### config.mk
export PLATFORM = sky130hd
export DESIGN_NAME = mcuic_irq_ctrl
export DESIGN_NICKNAME = d
export VERILOG_FILES = /design/src/mcuic_pkg.sv /design/src/mcuic_irq_ctrl.sv
export VERILOG_INCLUDE_DIRS = /design/src
export SDC_FILE = /design/constraint.sdc
export NUM_CORES = 1
export LEC_CHECK = 0
export BUFFER_PORTS_ARGS = -buffer_cell sky130_fd_sc_hd__buf_2
export CAP_MARGIN = 40
export CORE_MARGIN = 2
export CORE_UTILIZATION = 46
export CTS_CLUSTER_SIZE = 28
export DETAILED_ROUTE_END_ITERATION = 10
export GPL_TIMING_DRIVEN = 1
export PLACE_DENSITY = 0.94
export SYNTH_ARGS = -nofsm -noshare
export SYNTH_HDL_FRONTEND = slang
export SYNTH_SLANG_ARGS = --single-unit
### constraint.sdc
create_clock -name i_clk -period 4.3 [get_ports i_clk]
set_input_delay 0.43 -clock i_clk [delete_from_list [all_inputs] [get_ports i_clk]]
set_output_delay 0.43 -clock i_clk [all_outputs]
set_load 0.02 [all_outputs]
### src/mcuic_cfg.svh
// Offsets, field positions, vectors and reset values of the interrupt controller
`ifndef MCUIC_CFG_SVH
`define MCUIC_CFG_SVH

// ----------------------------------------
// Register map
// ----------------------------------------
// Printed offset is a register index; byte address is four times it
`define MCUIC_IRQ_REG_INDEX 8'h0b
`define MCUIC_IRQ_REG_ADDR 8'h2c
`define MCUIC_IRQ_REG_RESET 8'h00

// ----------------------------------------
// Field positions
// ----------------------------------------
`define MCUIC_BIT_MASTER_EN 0
`define MCUIC_BIT_EXT_EN 1
`define MCUIC_BIT_T0_EN 2
`define MCUIC_BIT_T1_EN 3
`define MCUIC_BIT_EXT_FLAG 4
`define MCUIC_BIT_T0_FLAG 5
`define MCUIC_BIT_T1_FLAG 6
`define MCUIC_BIT_UNUSED 7

// ----------------------------------------
// Vectors and stack
// ----------------------------------------
`define MCUIC_VEC_EXT 12'h004
`define MCUIC_VEC_T0 12'h008
`define MCUIC_VEC_T1 12'h00c
`define MCUIC_STACK_LEVELS 4

// ----------------------------------------
// Bus answers
// ----------------------------------------
`define MCUIC_RESP_OKAY 2'h0
`define MCUIC_RESP_DECERR 2'h3

`endif

### src/mcuic_pkg.sv
// Types shared by the interrupt controller and its users
package mcuic_pkg;

    // ----------------------------------------
    // Call handed to the core sequencer
    // ----------------------------------------
    typedef struct packed {
        logic valid;
        logic push_pc;
        logic [11:0] vector;
    } mcuic_call_t;

    // ----------------------------------------
    // Source selection, one-hot
    // ----------------------------------------
    typedef enum logic [2:0] {
        MCUIC_SEL_EXT = 3'h1,
        MCUIC_SEL_T0 = 3'h2,
        MCUIC_SEL_T1 = 3'h4
    } mcuic_src_t;

    // ----------------------------------------
    // Bus write channel state
    // ----------------------------------------
    typedef enum logic [1:0] {
        MCUIC_WR_IDLE = 2'h1,
        MCUIC_WR_RESP = 2'h2
    } mcuic_wr_state_t;

endpackage

### src/mcuic_irq_ctrl.sv
// Interrupt control unit: request flags, masking, priority and vectored call
//
// Summary of operation
// - Falling edge on external pin sets external flag, bit 4.
// - Pending enabled external request, stack not full: call 04H, clear flag and master.
// - Timer 0 overflow sets timer 0 flag, bit 5.
// - Pending enabled timer 0 request, stack not full: call 08H, clear flag and master.
// - Timer 1 behaves like timer 0, enable bit 3, flag bit 6.
// - With master enable clear, requests only set flags, no acknowledge.
// - Software re-enabling master and source enable permits nested acknowledge.
// - Full stack withholds acknowledge until a return pops it.
// - Acknowledge pushes only the program counter, nothing else.
// - Return-and-reenable sets master enable; plain return leaves it.
// - Requests are serviced at the next second-phase pulse.
// - Simultaneous requests: external first, then timer 0, then timer 1.
// - Bit 0 master, 1 external, 2 timer 0, 3 timer 1 enable; one enables.
// - Service needs master and source enable; disabled requests stay pending.
// - Flags stay set until acknowledged or cleared by software.
// - Bit 7 is unimplemented and reads zero.
// - Register sits at index 0BH, reached by ordinary reads and writes.
// - Any pending source wakes the core from halt.
// - Return stack has four levels; full when all four are used.
//
// Added by the designer: the AXI4-Lite interface to the registers.
`include "mcuic_cfg.svh"

module mcuic_irq_ctrl
    import mcuic_pkg::*;
#(
    parameter int STACK_LEVELS = `MCUIC_STACK_LEVELS
) (
    // Clock and reset
    input wire logic i_clk,
    input wire logic i_rst_n,
    // AXI4-Lite write address and data
    input wire logic [7:0] s_axi_awaddr,
    input wire logic s_axi_awvalid,
    output logic s_axi_awready,
    input wire logic [31:0] s_axi_wdata,
    input wire logic [3:0] s_axi_wstrb,
    input wire logic s_axi_wvalid,
    output logic s_axi_wready,
    // AXI4-Lite write response
    output logic [1:0] s_axi_bresp,
    output logic s_axi_bvalid,
    input wire logic s_axi_bready,
    // AXI4-Lite read
    input wire logic [7:0] s_axi_araddr,
    input wire logic s_axi_arvalid,
    output logic s_axi_arready,
    output logic [31:0] s_axi_rdata,
    output logic [1:0] s_axi_rresp,
    output logic s_axi_rvalid,
    input wire logic s_axi_rready,
    // Interrupt sources
    input wire logic i_ext_irq_n,
    input wire logic i_timer0_ovf,
    input wire logic i_timer1_ovf,
    // Core sequencer and stack
    input wire logic i_second_phase_pulse,
    input wire logic [2:0] i_stack_index,
    input wire logic i_return_and_reenable_instr,
    input wire logic i_plain_return_instr,
    output mcuic_call_t o_call,
    output logic o_wake
);

    // ----------------------------------------
    // Registers and state
    // ----------------------------------------
    logic master_irq_enable;
    logic external_irq_enable;
    logic timer0_irq_enable;
    logic timer1_irq_enable;
    logic external_irq_flag;
    logic timer0_irq_flag;
    logic timer1_irq_flag;
    logic ext_meta;
    logic ext_sync;
    logic ext_prev;
    logic [7:0] aw_addr;
    logic aw_held;
    logic [7:0] w_data;
    logic w_byte0;
    logic w_held;
    mcuic_wr_state_t wr_state;
    mcuic_call_t next_call;

    // ----------------------------------------
    // Source detection
    // ----------------------------------------
    // pin synchroniser
    // Resets to the idle pin level so that release gives no false edge
    always_ff @(posedge i_clk or negedge i_rst_n) begin
        if (!i_rst_n) begin
            ext_meta <= 1'b1;
            ext_sync <= 1'b1;
            ext_prev <= 1'b1;
        end else begin
            ext_meta <= i_ext_irq_n;
            ext_sync <= ext_meta;
            ext_prev <= ext_sync;
        end
    end

    wire ext_fall = ext_prev & ~ext_sync;
    wire t0_event = i_timer0_ovf;
    wire t1_event = i_timer1_ovf;

    // ----------------------------------------
    // Masking and priority
    // ----------------------------------------
    // four-level stack full test
    wire stack_full = (i_stack_index >= 3'(STACK_LEVELS));
    wire ext_ready = external_irq_flag & external_irq_enable;
    wire t0_ready = timer0_irq_flag & timer0_irq_enable;
    wire t1_ready = timer1_irq_flag & timer1_irq_enable;
    // master and source enable set again permit nesting
    // master enable blocks, full stack withholds
    wire ack_allowed = master_irq_enable & ~stack_full;
    // service only at the phase pulse
    wire ack_now = i_second_phase_pulse & ack_allowed & (ext_ready | t0_ready | t1_ready);
    wire [2:0] sel = ext_ready ? MCUIC_SEL_EXT : (t0_ready ? MCUIC_SEL_T0 : MCUIC_SEL_T1);
    wire ack_ext = ack_now & sel[0];
    wire ack_t0 = ack_now & sel[1];
    wire ack_t1 = ack_now & sel[2];
    wire [11:0] sel_vector = ack_ext ? `MCUIC_VEC_EXT : (ack_t0 ? `MCUIC_VEC_T0 : `MCUIC_VEC_T1);

    // only the program counter is pushed
    always_comb begin
        next_call.valid = ack_now;
        next_call.push_pc = ack_now;
        next_call.vector = ack_now ? sel_vector : 12'h000;
    end

    // ----------------------------------------
    // Bus write channel
    // ----------------------------------------
    // Address and data may arrive in either order; each is held until both are here
    assign s_axi_awready = ~aw_held & (wr_state == MCUIC_WR_IDLE);
    assign s_axi_wready = ~w_held & (wr_state == MCUIC_WR_IDLE);
    wire aw_take = s_axi_awvalid & s_axi_awready;
    wire w_take = s_axi_wvalid & s_axi_wready;
    wire wr_fire = aw_held & w_held & (wr_state == MCUIC_WR_IDLE);
    wire wr_hit = (aw_addr == `MCUIC_IRQ_REG_ADDR);
    wire sw_we = wr_fire & wr_hit & w_byte0;
    assign s_axi_bvalid = (wr_state == MCUIC_WR_RESP);

    always_ff @(posedge i_clk or negedge i_rst_n) begin
        if (!i_rst_n) begin
            aw_held <= 1'b0;
            aw_addr <= 8'h00;
            w_held <= 1'b0;
            w_data <= 8'h00;
            w_byte0 <= 1'b0;
        end else begin
            if (aw_take) begin
                aw_held <= 1'b1;
                aw_addr <= s_axi_awaddr;
            end else if (wr_fire) begin
                aw_held <= 1'b0;
            end
            if (w_take) begin
                w_held <= 1'b1;
                w_data <= s_axi_wdata[7:0];
                w_byte0 <= s_axi_wstrb[0];
            end else if (wr_fire) begin
                w_held <= 1'b0;
            end
        end
    end

    always_ff @(posedge i_clk or negedge i_rst_n) begin
        if (!i_rst_n) begin
            wr_state <= MCUIC_WR_IDLE;
            s_axi_bresp <= `MCUIC_RESP_OKAY;
        end else begin
            unique case (wr_state)
                MCUIC_WR_IDLE: begin
                    if (wr_fire) begin
                        wr_state <= MCUIC_WR_RESP;
                        s_axi_bresp <= wr_hit ? `MCUIC_RESP_OKAY : `MCUIC_RESP_DECERR;
                    end
                end
                MCUIC_WR_RESP: begin
                    if (s_axi_bready) begin
                        wr_state <= MCUIC_WR_IDLE;
                    end
                end
                default: wr_state <= MCUIC_WR_IDLE;
            endcase
        end
    end

    // ----------------------------------------
    // Control register
    // ----------------------------------------
    // enable fields, software writable
    always_ff @(posedge i_clk or negedge i_rst_n) begin
        if (!i_rst_n) begin
            external_irq_enable <= 1'b0;
            timer0_irq_enable <= 1'b0;
            timer1_irq_enable <= 1'b0;
        end else if (sw_we) begin
            external_irq_enable <= w_data[`MCUIC_BIT_EXT_EN];
            timer0_irq_enable <= w_data[`MCUIC_BIT_T0_EN];
            timer1_irq_enable <= w_data[`MCUIC_BIT_T1_EN];
        end
    end

    // return-and-reenable sets master; acknowledge clears it last
    // The plain return is accepted but deliberately has no effect here
    wire me_sw = sw_we ? w_data[`MCUIC_BIT_MASTER_EN] : master_irq_enable;
    wire me_ret = i_return_and_reenable_instr ? 1'b1 : me_sw;
    wire next_master = ack_now ? 1'b0 : me_ret;

    // flags hold until acknowledge or software clear
    wire next_ext_flag = ext_fall |
        (~ack_ext & (sw_we ? w_data[`MCUIC_BIT_EXT_FLAG] : external_irq_flag));
    wire next_t0_flag = t0_event |
        (~ack_t0 & (sw_we ? w_data[`MCUIC_BIT_T0_FLAG] : timer0_irq_flag));
    wire next_t1_flag = t1_event |
        (~ack_t1 & (sw_we ? w_data[`MCUIC_BIT_T1_FLAG] : timer1_irq_flag));

    always_ff @(posedge i_clk or negedge i_rst_n) begin
        if (!i_rst_n) begin
            master_irq_enable <= 1'b0;
            external_irq_flag <= 1'b0;
            timer0_irq_flag <= 1'b0;
            timer1_irq_flag <= 1'b0;
            o_call <= '0;
        end else begin
            master_irq_enable <= next_master;
            external_irq_flag <= next_ext_flag;
            timer0_irq_flag <= next_t0_flag;
            timer1_irq_flag <= next_t1_flag;
            o_call <= next_call;
        end
    end

    wire [7:0] irq_enable_and_flags = {1'b0, timer1_irq_flag, timer0_irq_flag,
        external_irq_flag, timer1_irq_enable, timer0_irq_enable, external_irq_enable,
        master_irq_enable};

    // any pending source wakes the core, enabled or not
    assign o_wake = external_irq_flag | timer0_irq_flag | timer1_irq_flag;

    // ----------------------------------------
    // Bus read channel
    // ----------------------------------------
    assign s_axi_arready = ~s_axi_rvalid;
    wire ar_take = s_axi_arvalid & s_axi_arready;
    wire rd_hit = (s_axi_araddr == `MCUIC_IRQ_REG_ADDR);

    always_ff @(posedge i_clk or negedge i_rst_n) begin
        if (!i_rst_n) begin
            s_axi_rvalid <= 1'b0;
            s_axi_rdata <= 32'h0000_0000;
            s_axi_rresp <= `MCUIC_RESP_OKAY;
        end else if (ar_take) begin
            s_axi_rvalid <= 1'b1;
            s_axi_rdata <= rd_hit ? {24'h00_0000, irq_enable_and_flags} : 32'h0000_0000;
            s_axi_rresp <= rd_hit ? `MCUIC_RESP_OKAY : `MCUIC_RESP_DECERR;
        end else if (s_axi_rready) begin
            s_axi_rvalid <= 1'b0;
        end
    end
endmodule

### Word-level counts from Yosys, hierarchy flattened

Index checks and enable logic that the tools add are counted.
W data, S select, Z words.

* magnitude comparators: 1
* mux-type cells: 22
* reduce and logical (&&, ||, !) cells: 6
* equal/unequal tests: 6
* bitwise gates (word level): 37

Operator list (count)
* $and A1 B1 Y1: 22
* $eq A8 B6 Y1 const B: 2
* $mux W1: 11
* $mux W3: 3
* $mux W2: 4
* $mux W4: 2
* $not A1 Y1: 8
* $mux W7: 1
* $or A1 B1 Y1: 7
* $reduce_bool A2 Y1: 3
* $pmux W2 S2: 1
* $reduce_and A2 Y1: 2
* $ge A3 B3 Y1 const B: 1
* $reduce_bool A3 Y1: 1
* $eq A2 B1 Y1 const B: 1
* $eq A2 B2 Y1 const B: 1
* $ne A2 B1 Y1 const B: 1
* $ne A2 B2 Y1 const B: 1

* register bits: 72
* output and inout bits: 56
* input port bits: 68
* word-level logic and storage cells: 94

### Depth between registers and ports, before layout

* depth after elaboration: 9
* mapped depth: 6
* mapped depth without buffers: 4

### Worst setup path after synthesis

Ideal clock, no wire load.

* kind: register to register
* start point: register wr_state[0]
* end point: register aw_addr[0]
* data required time: 4175 ps
* buffers on the path: 1
* arrival: 1549 ps
* setup time: 125 ps
* stages on the path, launching flop included: 6
* path slack: 2626 ps
* clock period less this slack: 1674 ps
* cells stage by stage: dfstp_2 -> nand2b_1 -> nor2_1 -> and2_1 -> buf_4 -> mux2_2

* longest elaborated chain between the ends: 3

RTL lines
* from (decl): RTL line mcuic_irq_ctrl.sv:86 `mcuic_wr_state_t wr_state;`
* from (signal assigned): RTL line mcuic_irq_ctrl.sv:175 `wr_state <= MCUIC_WR_IDLE;`
* from (signal assigned): RTL line mcuic_irq_ctrl.sv:181 `wr_state <= MCUIC_WR_RESP;`
* from (signal assigned): RTL line mcuic_irq_ctrl.sv:187 `wr_state <= MCUIC_WR_IDLE;`
* $eq A2 B1 Y1: RTL line mcuic_irq_ctrl.sv:140 `assign s_axi_awready = ~aw_held & (wr_state == MCUIC_WR_IDLE);`
* $and A1 B1 Y1: RTL line mcuic_irq_ctrl.sv:140
* via s_axi_awready: RTL line mcuic_irq_ctrl.sv:38 `output logic s_axi_awready,`
* $and A1 B1 Y1: RTL line mcuic_irq_ctrl.sv:142 `wire aw_take = s_axi_awvalid & s_axi_awready;`
* to (signal assigned): RTL line mcuic_irq_ctrl.sv:159 `aw_addr <= s_axi_awaddr;`
* to (decl): RTL line mcuic_irq_ctrl.sv:81 `logic [7:0] aw_addr;`

The timed path passes the listed nets, and every way through them passes these cells.
A chain may end at the register's enable or synchronous reset.

### Worst setup path in the final report

* start point: register external_irq_flag
* end point: output port o_wake

* longest elaborated chain between the ends: 2

RTL lines
* from (decl): RTL line mcuic_irq_ctrl.sv:75 `logic external_irq_flag;`
* from (signal assigned): RTL line mcuic_irq_ctrl.sv:234 `external_irq_flag <= next_ext_flag;`
* $or A1 B1 Y1 (2 in series): RTL line mcuic_irq_ctrl.sv:246 `assign o_wake = external_irq_flag | timer0_irq_flag | timer1_irq_flag;`
* to (decl): RTL line mcuic_irq_ctrl.sv:65 `output logic o_wake`

Every way passes these cells.

==> qor.json <==
{
  "outcome": "finished clean",
  "fmaxAchievable_mhz": 584,
  "cap_violations": 0,
  "met3_wirelength_um": 254,
  "grt_util_all_layers": 0.148,
  "postSynthCellCount": 164,
  "met2_wirelength_um": 1800,
  "antennaDiodeCount": 0,
  "fp.coreArea_um2": 4290,
  "port_buffers": 57,
  "mappedNetlistArea_um2": 2020,
  "worst_clock_skew_ns": 0.00662,
  "detailroute.via_count": 1277,
  "critical_path.cell_chain": "or3_1 -> buf_2",
  "yosys_warnings": 0,
  "floorplan.initialDensity": 0.471,
  "layout-drive-gt1-share": 0.430,
  "fin_crit_sh": 0.398,
  "final_design_area_no_fill_um2": 2320,
  "vdd_ir_drop_max_v": 0.000243,
  "floorplan.die_area_um2": 4940,
  "grt_start_max_net_pins": 34,
  "cts_htree_levels": 2,
  "synth-main-ff-cell": "dfrtp_1",
  "synth_top_cells_by_count": "buf_4, dfrtp_1, mux2_2",
  "post_cts_hold_buffer_count": 0,
  "layout.nets": 288,
  "crit_family": "flip-flops",
  "worstPathArrival_ns": 1.28,
  "critPathLaunchType": "register",
  "die_height_um": 70.3,
  "power.density_cell_area_nw_per_um2": 521,
  "synth_top_area_cell": "dfrtp_1",
  "cts.sinks": 43,
  "antenna_left": 0,
  "critical_path_class": "register to output pin",
  "placed_cell_area_um2": 2200,
  "sequential_fraction_of_the_synthesis_area": 0.535,
  "critPathBufInv": 1,
  "cts.reportedPaths.clkPinSlew_ns": 0.08,
  "synth.most_common_cell": "buf_4",
  "drt-initial-drc-count": 49,
  "worst_ep_required_time_ns": 3.87,
  "setup_repair_after_global_routing_missed_its_margin": "false",
  "floorplan.io_pins": 124,
  "post_cts.repair.setup_buffers": 0,
  "first_global_vias": 1280,
  "min-delay-path-class": "primary input to asynchronous set/reset pin",
  "report.final.hold_viol_count": 0,
  "post_synth.cell_area_avg_um2": 12.3,
  "cts-buffers-inserted": 5,
  "syn_to_final_growth_pct": 14.7,
  "p_leak_nw": 1.20,
  "wl_met1_um": 1370,
  "ys_types": 34,
  "worst_skew_pair.late_latency_ns": 0.29,
  "wirelength_um": 3430,
  "drt-pass1-iter-count": 4,
  "floorplan.die.width_um": 70.3,
  "asyncSetResetFlopFracSynth": 1.00,
  "cp-end-kind": "output pin",
  "via_per_inst": 4.68,
  "layout_min_cycle_time_ns": 1.71,
  "grt.overflow.total": 0,
  "synth_edf_count": 0,
  "finalMaxSlewViolations": 0,
  "setup_viol_count_final": 0,
  "synth_largest_type_area_fraction": 0.483,
  "critPathSlowestCell": "dfrtp_1",
  "critical-path-max-stage-delay_ns": 0.44,
  "ys_ff_latch": 43,
  "top_layer": "met3",
  "cp_max_fo": 6,
  "netlist_top_cells_area": "dfrtp_1, buf_4, mux2_2",
  "global_route_wire_length_before_repair_um": 5800,
  "cts_max_path_buffers": 2,
  "tns_ns": 0,
  "post-dp-hpwl_um": 2670,
  "clockRootBuffer": "clkbuf_8",
  "tritoncts": "done",
  "postCtsResizedCells": 0,
  "detail_route.drc_violations": 0,
  "place_congestion": 0.750,
  "routed_len_inst_um": 12.6,
  "rows": 24,
  "number_of_antenna_violations_at_the_first_check_in_global_routing": 0
}
routing by layer:
layer  track usage  up-vias
met5             0        -
met4        0.0534        0
met3        0.0390        0
met2         0.252       56
met1         0.180      621
li1              -      600
worst register-to-register path: stages (launching register included):
cell and delay, ns:
dfstp_2 0.56, nand2b_1 0.07, nor2_1 0.14, and2_1 0.37, mux2_2 0.37
kinds of logic after synthesis:
kind of cell	count (synthesis)	share of synthesized area
buf+inv	48	0.167
compound gates	20	0.0743
simple gates	31	0.106
other cells	1	0.00186
mux	21	0.116
flops	43	0.535
placed cells by master (no fill, tap or decap), drive strengths merged:
cell type / n
o21ai: 1
a22o: 7
o22ai: 1
nand2: 3
a31o: 1
nor4bb: 1
a21o: 1
buf: 58
clkinv: 1
and2: 2
and2b: 2
o21a: 1
nand3: 1
dfstp: 4
inv: 5
nor4b: 1
nor3: 3
bufinv: 1
nor2: 9
clkbuf: 6
a21oi: 4
and4b: 2
and4bb: 1
dfrtp: 39
nor3b: 1
o21bai: 1
nand2b: 2
nand3b: 1
conb: 35
a211oi: 1
mux2i: 2
nand4: 1
mux2: 19
a221oi: 2
or3: 1
final timing paths:
kind | start | to | slack, ns | cells after the start
min | i_rst_n | o_call[3] | 0.002 | 1
max in group asynchronous | i_rst_n | wr_state[0] | 3.78 | 2
max reg2reg | wr_state[0] | w_byte0 | 2.68 | 4
min in group i_clk | i_ext_irq_n | ext_meta | 0.23 | 1
min reg2reg | ext_meta | ext_sync | 0.36 | 0
max | external_irq_flag | o_wake | 2.59 | 2
per-stage QoR:
| stage | total power [mW] | utilization | hold WS (ns) | worst slack (ns) | cells |
|---|---|---|---|---|---|
| after floorplan | 0.852 | - | 0.134 | 2.63 | 198 |
| after global placement | 0.879 | 0.508 | 0.346 | 2.72 | 264 |
| after detailed placement | 0.902 | 0.513 | 0.323 | 2.64 | 265 |
| after CTS | 1.22 | 0.540 | 0.00423 | 2.57 | 273 |
| after global routing | 1.28 | 0.540 | 0.0108 | 2.53 | 273 |
| final | 1.21 | 0.540 | 0.00150 | 2.59 | 273 |
state kept, by name (all words and copies together), names as in the netlist, 2 cells and up:
| signal | cells |
|---|---|
| aw_addr | 8 |
| s_axi_rdata | 7 |
| w_data | 7 |
| o_call | 3 |
| wr_state | 2 |
report_power, final:
group / switching [mW] / internal [mW]
Combinational: 0.151 / 0.151
Clock: 0.133 / 0.188
Sequential: 0.0711 / 0.515
Total: 0.355 / 0.853
area by class of cell:
cell class	count	area, um2
Clock buffer	6	82.6
Timing Repair Buffer	58	305
Clock inverter	2	35.0
Tap cell	52	65.1
Inverter	5	18.8
Fill cell	394	1980
Multi-Input combinational cell	107	731
Sequential cell	43	1080
Power figures use the tool's default switching activity.
